### src/include/fru_pkg.sv
// fru_pkg: codes, classes and timing constants of the fault report unit.
// assumes a 20 MHz clk; long counts are derived from a 10 ms tick.
`default_nettype none
package fru_pkg;
  localparam int CLK_HZ = 20_000_000;
  // tick base for all long timeouts
  localparam int TICK_MS = 10;
  localparam int TICK_CYCLES = (CLK_HZ / 1000) * TICK_MS;
  // handshake timeout 5 s, parameter timeout default 7.88 s, both in ticks
  localparam int HS_TIMEOUT_MS = 5000;
  localparam logic [15:0] HS_TIMEOUT_TICKS = 16'(HS_TIMEOUT_MS / TICK_MS);
  localparam int PARAM_TIMEOUT_DEF_MS = 7880;
  localparam logic [15:0] PARAM_TIMEOUT_DEF = 16'(PARAM_TIMEOUT_DEF_MS / TICK_MS);
  // control function that disables all messages
  localparam logic [3:0] CTRL_DISABLE_MSGS = 4'h5;
  // fault codes
  localparam logic [15:0] CODE_NONE = 16'h0000;
  localparam logic [15:0] CODE_NO_CMD = 16'h0007;
  localparam logic [15:0] CODE_CMD_WRITE = 16'h0008;
  localparam logic [15:0] CODE_PARAM_WRITE = 16'h0009;
  localparam logic [15:0] CODE_NO_CMD_PARAM = 16'h000A;
  localparam logic [15:0] CODE_NO_ERR_CODE = 16'h000B;
  localparam logic [15:0] CODE_CTRL_PARAM_TO = 16'h000C;
  localparam logic [15:0] CODE_HOST_PARAM_TO = 16'h000D;
  localparam logic [15:0] CODE_BUS_ERR = 16'h0023;
  localparam logic [15:0] CODE_ADDR_ERR = 16'h0024;
  localparam logic [15:0] CODE_DIV_BOUNDS = 16'h0026;
  localparam logic [15:0] CODE_BAD_EXC = 16'h0027;
  localparam logic [15:0] CODE_UNUSED_INT = 16'h0028;
  localparam logic [15:0] CODE_ILL_OPCODE = 16'h0029;
  // fault class
  typedef enum logic [1:0] {
    FRU_USER  = 2'b00,
    FRU_HW    = 2'b01,
    FRU_FW    = 2'b10,
    FRU_HW_FW = 2'b11
  } fru_class_e;
endpackage : fru_pkg
`default_nettype wire

### src/fru_timeout.sv
// fru_timeout: tick counter that pulses once when a limit is reached.
// assumes tick is a one-cycle pulse; counting restarts when run drops.
`timescale 1ns/1ps
`default_nettype none
module fru_timeout (
  // clock and reset
  input  wire logic        clk,
  input  wire logic        nrst,
  // control
  input  wire logic        run,
  input  wire logic        tick,
  input  wire logic [15:0] limit,
  // result
  output logic             expired
);
  logic [15:0] count;
  logic        done;
  wire         hitLimit = tick && !done && ((count + 16'h0001) >= limit);

  always_ff @(posedge clk or negedge nrst) begin
    if (!nrst) begin
      count   <= 16'h0000;
      done    <= 1'b0;
      expired <= 1'b0;
    end else begin
      expired <= run && hitLimit;
      if (!run) begin
        count <= 16'h0000;
        done  <= 1'b0;
      end else if (hitLimit) begin
        done <= 1'b1;
      end else if (tick && !done) begin
        count <= count + 16'h0001;
      end
    end
  end
endmodule : fru_timeout
`default_nettype wire

### src/fru_fault_report.sv
// fru_fault_report: fault classification and reporting of the controller board.
// assumes all inputs synchronous to clk; event inputs are one-cycle pulses.
`timescale 1ns/1ps
`default_nettype none
module fru_fault_report #(
  parameter int TICK_CYCLES = fru_pkg::TICK_CYCLES
) (
  // clock and reset
  input  wire logic        clk,
  input  wire logic        nrst,
  // internal error management call
  input  wire logic        intErrValid,
  input  wire logic [15:0] intErrCode,
  // board fault events
  input  wire logic        watchdogExpired,
  input  wire logic        addressFault,
  input  wire logic        divide_bounds_fault,
  input  wire logic        badException,
  input  wire logic        unused_interrupt_fault,
  input  wire logic        illegal_opcode_fault,
  // host message handshake
  input  wire logic        hostHsEnable,
  input  wire logic        msgSendReq,
  input  wire logic        msgFetched,
  input  wire logic        hostRxBusy,
  // host commands
  input  wire logic        paramWait,
  input  wire logic        ctrlFuncValid,
  input  wire logic [3:0]  ctrlFuncCode,
  input  wire logic        set_param_timeout_cmd,
  input  wire logic [15:0] paramTimeoutTicks,
  input  wire logic        faultCollect,
  // fault report
  output logic [15:0]      faultCode,
  output logic [1:0]       faultClass,
  output logic             faultValid,
  output logic             ctrlErrLed,
  output logic             dataCycleRun,
  output logic             busReset,
  output logic             errMsgPost,
  output logic             msgInvalidate,
  output logic             msgDisabled,
  output logic             needBoardReset
);
  ////////////////////////////////////////////////////////////////////////////
  // tick and timeouts
  logic [23:0] tickCount;
  logic        msgPending;
  logic [15:0] paramLimit;
  wire         tick = (tickCount == 24'(TICK_CYCLES - 1));
  wire         hsExpired;
  wire         paramExpired;

  always_ff @(posedge clk or negedge nrst) begin
    if (!nrst) tickCount <= 24'h00_0000;
    else       tickCount <= tick ? 24'h00_0000 : tickCount + 24'h00_0001;
  end

  // one counter design serves both timeouts
  fru_timeout uHsTimeout (
    .clk     (clk),
    .nrst    (nrst),
    .run     (!hostHsEnable),
    .tick    (tick),
    .limit   (fru_pkg::HS_TIMEOUT_TICKS),
    .expired (hsExpired)
  );

  fru_timeout uParamTimeout (
    .clk     (clk),
    .nrst    (nrst),
    .run     (paramWait),
    .tick    (tick),
    .limit   (paramLimit),
    .expired (paramExpired)
  );

  always_ff @(posedge clk or negedge nrst) begin
    if (!nrst)                      paramLimit <= fru_pkg::PARAM_TIMEOUT_DEF;
    else if (set_param_timeout_cmd) paramLimit <= paramTimeoutTicks;
  end

  ////////////////////////////////////////////////////////////////////////////
  // message bookkeeping
  wire overrun = msgSendReq && msgPending && !msgFetched;

  // a new send wins over a fetch in the same cycle
  always_ff @(posedge clk or negedge nrst) begin
    if (!nrst) msgPending <= 1'b0;
    else       msgPending <= msgSendReq | (msgPending & ~msgFetched);
  end

  always_ff @(posedge clk or negedge nrst) begin
    if (!nrst)                                       msgDisabled <= 1'b0;
    else if (ctrlFuncValid &&
             ctrlFuncCode == fru_pkg::CTRL_DISABLE_MSGS) msgDisabled <= 1'b1;
  end

  ////////////////////////////////////////////////////////////////////////////
  // classification, stopping faults first
  wire knownCode = intErrCode inside {fru_pkg::CODE_NO_CMD, fru_pkg::CODE_CMD_WRITE,
                                      fru_pkg::CODE_PARAM_WRITE,
                                      fru_pkg::CODE_NO_CMD_PARAM,
                                      fru_pkg::CODE_NO_ERR_CODE,
                                      fru_pkg::CODE_CTRL_PARAM_TO,
                                      fru_pkg::CODE_HOST_PARAM_TO};
  wire unknownCall = intErrValid && !knownCode;
  wire trapEvent   = divide_bounds_fault | badException |
                     unused_interrupt_fault | illegal_opcode_fault;
  wire stopEvent   = unknownCall | watchdogExpired | addressFault | trapEvent;
  wire timeoutEvt  = hsExpired | overrun | paramExpired;
  wire anyFault    = stopEvent | timeoutEvt | intErrValid;

  logic [15:0] next_code;
  logic [1:0]  next_class;
  always_comb begin
    next_code  = fru_pkg::CODE_NONE;
    next_class = fru_pkg::FRU_USER;
    if (unknownCall) begin
      next_code  = fru_pkg::CODE_NO_ERR_CODE;
      next_class = fru_pkg::FRU_FW;
    end else if (watchdogExpired) begin
      next_code  = fru_pkg::CODE_BUS_ERR;
      next_class = fru_pkg::FRU_HW;
    end else if (addressFault) begin
      next_code  = fru_pkg::CODE_ADDR_ERR;
      next_class = fru_pkg::FRU_HW;
    end else if (divide_bounds_fault) begin
      next_code  = fru_pkg::CODE_DIV_BOUNDS;
      next_class = fru_pkg::FRU_HW;
    end else if (badException) begin
      next_code  = fru_pkg::CODE_BAD_EXC;
      next_class = fru_pkg::FRU_HW;
    end else if (unused_interrupt_fault) begin
      next_code  = fru_pkg::CODE_UNUSED_INT;
      next_class = fru_pkg::FRU_HW;
    end else if (illegal_opcode_fault) begin
      next_code  = fru_pkg::CODE_ILL_OPCODE;
      next_class = fru_pkg::FRU_HW_FW;
    end else if (paramExpired) begin
      next_code  = fru_pkg::CODE_HOST_PARAM_TO;
    end else if (hsExpired || overrun) begin
      next_code  = fru_pkg::CODE_CTRL_PARAM_TO;
    end else if (intErrValid) begin
      next_code  = intErrCode;
    end
  end

  ////////////////////////////////////////////////////////////////////////////
  // report registers
  always_ff @(posedge clk or negedge nrst) begin
    if (!nrst) begin
      faultCode  <= fru_pkg::CODE_NONE;
      faultClass <= fru_pkg::FRU_USER;
      faultValid <= 1'b0;
    end else if (anyFault) begin
      // a new fault wins over a collect in the same cycle
      faultCode  <= next_code;
      faultClass <= next_class;
      faultValid <= 1'b1;
    end else if (faultCollect) begin
      faultValid <= 1'b0;
    end
  end

  // a stop holds until board reset; the host must reset after a trap
  always_ff @(posedge clk or negedge nrst) begin
    if (!nrst) begin
      dataCycleRun   <= 1'b1;
      needBoardReset <= 1'b0;
      busReset       <= 1'b0;
    end else begin
      busReset <= stopEvent;
      if (stopEvent) dataCycleRun <= 1'b0;
      if (trapEvent) needBoardReset <= 1'b1;
    end
  end

  always_ff @(posedge clk or negedge nrst) begin
    if (!nrst)                           ctrlErrLed <= 1'b0;
    else if (anyFault)                   ctrlErrLed <= 1'b1;
    else if (faultCollect && dataCycleRun) ctrlErrLed <= 1'b0;
  end

  // posted regardless of handshake, overwriting a partial read
  always_ff @(posedge clk or negedge nrst) begin
    if (!nrst) begin
      errMsgPost    <= 1'b0;
      msgInvalidate <= 1'b0;
    end else begin
      errMsgPost    <= anyFault && !msgDisabled;
      msgInvalidate <= anyFault && !msgDisabled && hostRxBusy;
    end
  end
endmodule : fru_fault_report
`default_nettype wire

### config.mk
export PLATFORM = sky130hd
export DESIGN_NAME = fru_fault_report
export DESIGN_NICKNAME = d
export VERILOG_FILES = /design/src/include/fru_pkg.sv /design/src/fru_timeout.sv /design/src/fru_fault_report.sv
export SDC_FILE = /design/constraint.sdc
export NUM_CORES = 1
export LEC_CHECK = 0
export BUFFER_PORTS_ARGS = -buffer_cell sky130_fd_sc_hd__buf_2
export CAP_MARGIN = 5
export CELL_PAD_IN_SITES_DETAIL_PLACEMENT = 1
export CELL_PAD_IN_SITES_GLOBAL_PLACEMENT = 1
export CORE_MARGIN = 3
export CORE_UTILIZATION = 40
export CTS_CLUSTER_DIAMETER = 100
export DETAILED_ROUTE_END_ITERATION = 8
export PLACE_DENSITY = 0.86
export RECOVER_POWER = 25
export SYNTH_ARGS = -nofsm -noshare
export SYNTH_HDL_FRONTEND = slang
export SYNTH_SLANG_ARGS = --single-unit
### constraint.sdc
create_clock -name clk -period 3.1 [get_ports clk]
set_input_delay 0.155 -clock clk [delete_from_list [all_inputs] [get_ports clk]]
set_output_delay 0.155 -clock clk [all_outputs]
set_load 0.02 [all_outputs]
==> reports/qor_table.md <==
| Stage | Quantity | Reported |
| --- | --- | --- |
| worst setup path | Worst Path Max Fanout | 4 |
| worst setup path | Total stage count of the critical path | 13 |
| min path | Endpoint of the worst hold-timing path | paramLimit[5] |
| final layout | Count of placed standard cells in the final layout, fillers left out | 844 |
| clocking | Maximum clock insertion buffer count | 2 |
| floorplanning | Die outline area | 0.0151 sq mm |
| synth | Cell with the most instances after synthesis | sky130_fd_sc_hd__dfrtp_1 |
| grt | Wire length of the first global-routing pass | 24.7 mm |
| final layout | Fin nets | 734 |
| worst setup path | Startpoint type of the worst setup path | flop |
| drt | Detailed-route vias per instance | 5.67 |
| worst setup path | CP Capture Type | flop |
| synth | Post-synthesis sequential area ratio | 47.3% |
| floorplanning | Ports placed on the boundary | 79 |
| grt | Vias in the first global route | 5,062 |
| worst setup path | Buffers & Inverters on Critical Path | 0 |
| drt | Total vias in the final route | 4,786 |
| placement | Total instance count after detailed placement | 799 |
| worst setup path | List of cells traversed by the critical path | nand2_1 -> nor2_4 -> and4_4 -> and3_1 -> nand3_1 -> xnor2_1 -> ha_1 -> nand4_1 -> nor2_1 -> nor2_2 -> o21ai_4 -> or4_1 -> a21oi_1 |
| floorplanning | Overall die height | 123 um |
| drt | DRT Pass-1 Iters | 4 |
| grt | Largest net degree at the start of global routing | 58 |
| worst setup path | Worst path arrival time | 3.64 ns |
| synth | Largest cells by area after synthesis | sky130_fd_sc_hd__dfrtp_1 (45%), sky130_fd_sc_hd__xor2_1 (5.0%), sky130_fd_sc_hd__ha_1 (4.4%) |
| clocking | Later-pin clock latency in the skew report | 0.36 ns |
| grt | Number of antenna violations at the first check in global routing | 1 |
| floorplanning | Area of the core | 0.0133 sq mm |
| timing | Max transition margin | 2.45% |
| synth | Top cell type by total area after synthesis | sky130_fd_sc_hd__dfrtp_1 |
| worst setup path | Slowest library cell on the worst path | sky130_fd_sc_hd__or4_1 |
| timing | Share of the cycle needed by the critical path after routing | 109% |
| worst setup path | Worst endpoint required time | 3.37 ns |
| synth | Synthesized flop and latch total | 103 |
| clocking | CTS tree | built |
| timing | Slew @ Worst Pin | 1.46 ns |
| drt | Post-detailed-routing wire length | 16.8 mm |
| timing | Period minus WS final | 3.37 ns |
| min path | Hold path cells | 3 |
| status | Status | finished with violations |
| final layout | Area growth from synthesis to layout | 25.1% |
| clocking | Root Buffer Master | sky130_fd_sc_hd__clkbuf_16 |
| flow run | Number of maximum-capacitance constraint violations | 0 |
| timing | Highest attainable clock frequency | 297 MHz |
| final layout | Share of final-layout standard cells stronger than drive strength 1 | 27.3% |
| timing | Final Slew Violations | 0 |
| timing | RSZ-0062 raised after global routing | yes |
| floorplanning | Site Rows | 42 |
| synth | Post-synthesis instance area | 0.00546 sq mm |
| synth | Syn nets | 622 |
| floorplanning | Die W | 123 um |
| synth | Avg Synthesized Cell Area | 9.93 sq um |
| power and ir drop | Total power consumption of the routed design | 0.00277 W |
| timing | Final WS setup | -0.272 ns |
| min path | Hold Path Origin | paramTimeoutTicks[5] |
| worst setup path | Startpoint of the lowest-slack register-to-register path | uParamTimeout.count[2] |
| synth | Count of unique library cells instantiated by Yosys | 61 |
| power and ir drop | P per Cell Area | 406 mW/mm^2 |
| drt | DR iter-0 viols | 213 |
| worst setup path | CP top delay family | simple AND/OR/NAND/NOR gates |
| synth | Number of synthesis warnings | 0 |
| power and ir drop | Leakage power figure | 3.20 nW |
| synth | Most common flop cell mapped by yosys | sky130_fd_sc_hd__dfrtp_1 |
| status | Failing checks | negative setup slack |
| placement | Hpwl dp | 10.4 mm |
| min path | Tightest Hold Check Type | input pin to flop |
| synth | Cells after synthesis | 550 |
| grt | Total routing resource utilization after global routing | 20.8% |
| synth | Commonest cells in the synthesized netlist | sky130_fd_sc_hd__dfrtp_1 (98), sky130_fd_sc_hd__nor2_1 (57), sky130_fd_sc_hd__nand2_1 (51) |
| drt | Drt wl/cell | 19.9 um |
| grt | Remaining global-route overflow | 0 |
| placement | Final estimated routing congestion in global placement | 0.840 |
| placement | Count of buffers from port buffering | 78 |
| drt | Antenna Nets Post-Route | 0 |
| worst setup path | Reg2Reg Depth | 13 |
| synth | Post-synth EDFFs | 0 |
| worst setup path | Worst-case register-to-register setup slack | -0.27 ns |
| placement | Place WS | -0.0973 ns |
| worst setup path | Reg2reg end | uParamTimeout.count[4] |
| clocking | Level count of the clock H-tree | 3 |
| final layout | Fillers | 1,506 |
| worst setup path | Critical path class | flop to flop |
| timing | Total setup violations reported at the end of the flow | 17 |
| clocking | Number of clock sinks | 103 |
| synth | Fraction of synthesis flops using an asynchronous set or reset pin | 100% |
| power and ir drop | Worst vdd rail ir drop | 397 uV |
| clocking | TritonCTS buffer count | 9 |
| worst setup path | Slowest cell delay on critical path | 0.51 ns |
| clocking | Clock transition at path regs | 0.08 ns |
| drt | DRC viols | 0 |
| floorplanning | Starting Density | 41.1% |
| timing | Clk_skew | 0.0109 ns |
| synth | Area share of the leading cell type in the synthesized netlist | 44.9% |
| timing | Hold Violations, Final | 0 |
layer usage:
layer | vias up | share of wire (%) | track usage, % | routed length (um)
li1 | 2175 | - | - | -
met1 | 2453 | 38 | 23.1 | 6430
met2 | 114 | 54 | 38.6 | 9090
met3 | 44 | 3.7 | 4.93 | 626
met4 | 0 | 3.7 | 7.07 | 623
met5 | - | 0 | 0 | 0
cells by family (layout without fill, tap and decap cells):
| group | Yosys count | count (layout) | synth area share, % |
|---|---|---|---|
| AO/OA/AOI/OAI | 90 | 90 | 11.2 |
| XOR/XNOR | 46 | 46 | 7.38 |
| adder cells (fa/ha/maj) | 19 | 19 | 4.35 |
| buffers and inverters | 36 | 153 | 2.64 |
| flip-flops | 103 | 103 | 47.3 |
| multiplexers | 15 | 15 | 2.89 |
| other | 0 | 1 | 0 |
| AND/OR/NAND/NOR | 241 | 241 | 24.2 |
layout by cell type, fill, tap and decap left out, types with 4 or more instances in the layout:
master                           n
sky130_fd_sc_hd__dlygate4sd3_1   6
sky130_fd_sc_hd__o2111ai_2       6
sky130_fd_sc_hd__nor4_1          7
sky130_fd_sc_hd__nand4_1         7
sky130_fd_sc_hd__nor2b_1         6
sky130_fd_sc_hd__buf_4          28
sky130_fd_sc_hd__or4_1           4
sky130_fd_sc_hd__dfstp_2         5
sky130_fd_sc_hd__inv_1          21
sky130_fd_sc_hd__a21oi_1        19
sky130_fd_sc_hd__xnor2_1        14
sky130_fd_sc_hd__nand3_1        24
sky130_fd_sc_hd__and2_1         10
sky130_fd_sc_hd__xor2_1         28
sky130_fd_sc_hd__nor2_1         54
sky130_fd_sc_hd__and3_1         11
sky130_fd_sc_hd__nand2b_1        8
sky130_fd_sc_hd__o31ai_1         6
sky130_fd_sc_hd__nor3b_1         9
sky130_fd_sc_hd__o21ai_0        26
sky130_fd_sc_hd__nor3_1         11
sky130_fd_sc_hd__nand2_1        50
sky130_fd_sc_hd__or3_1           5
sky130_fd_sc_hd__buf_2          77
sky130_fd_sc_hd__clkbuf_16       9
sky130_fd_sc_hd__mux2i_1        12
sky130_fd_sc_hd__ha_1           16
sky130_fd_sc_hd__dfrtp_1        96
worst reg2reg max path, stage by stage (launching register included):
cell                      delay (ns)
sky130_fd_sc_hd__dfrtp_1        0.39
sky130_fd_sc_hd__nand2_1        0.13
sky130_fd_sc_hd__nor2_4         0.18
sky130_fd_sc_hd__and4_4         0.27
sky130_fd_sc_hd__and3_1         0.19
sky130_fd_sc_hd__nand3_1        0.13
sky130_fd_sc_hd__xnor2_1        0.27
sky130_fd_sc_hd__ha_1           0.34
sky130_fd_sc_hd__nand4_1        0.17
sky130_fd_sc_hd__nor2_1         0.10
sky130_fd_sc_hd__nor2_2         0.27
sky130_fd_sc_hd__o21ai_4        0.15
sky130_fd_sc_hd__or4_1          0.51
sky130_fd_sc_hd__a21oi_1        0.18
area by class of cell:
cell class	instances	area (sq um)	area share, %
clock inverter	7	81.3	1.19
inverter	22	82.6	1.21
tap	176	220	3.22
multi-input combinational	411	2940	43.0
timing repair buffer	115	696	10.2
sequential	103	2590	37.9
antenna	1	2.50	0.0366
clock buffer	9	225	3.30
flip-flops by register name, indices dropped and copies added (netlist names):
signal,flops
uHsTimeout.done,1
dataCycleRun,1
faultCode,16
uHsTimeout.count,16
needBoardReset,1
paramLimit,16
uParamTimeout.done,1
tickCount,24
msgPending,1
errMsgPost,1
msgDisabled,1
msgInvalidate,1
ctrlErrLed,1
faultValid,1
faultClass,2
busReset,1
uParamTimeout.count,16
uHsTimeout.expired,1
uParamTimeout.expired,1
worst max path at each step:
stage | from | to
global placement | uParamTimeout.count[0] | uParamTimeout.count[3]
finish | uParamTimeout.count[2] | uParamTimeout.count[4]
detailed placement | uParamTimeout.count[0] | uParamTimeout.count[14]
CTS | uParamTimeout.count[1] | uParamTimeout.count[3]
global route | uParamTimeout.count[3] | uParamTimeout.count[4]
floorplan | uParamTimeout.count[0] | uParamTimeout.count[14]
through the flow:
stage               hold slack, ns  setup TNS [ns]  util [%]  cell area [sq um]
detailed placement           0.271          -0.271      45.9               6100
CTS                        0.00378               0      49.6               6600
global placement             0.256               0      45.9               6100
finish                      0.0107           -3.29      51.4               6830
floorplan                   -0.141               0         -               5470
global route               0.00900           -4.25      51.4               6830
power by group:
part	switching, W	internal, W
Combinational	0.000145	0.0000796
Clock	0.000576	0.000579
Sequential	0.0000143	0.00138
timing repair:
item                                   in CTS  in global routing
endpoints found under the hold margin      59                  0
gates cloned                                1                  0
setup endpoints to repair                   9                 18
pin swaps                                   4                 12
buffers inserted                            9                 12
hold buffers                                6                  0
gates resized for setup                    13                 28
Note: power is estimated with default switching activity, not from simulation.
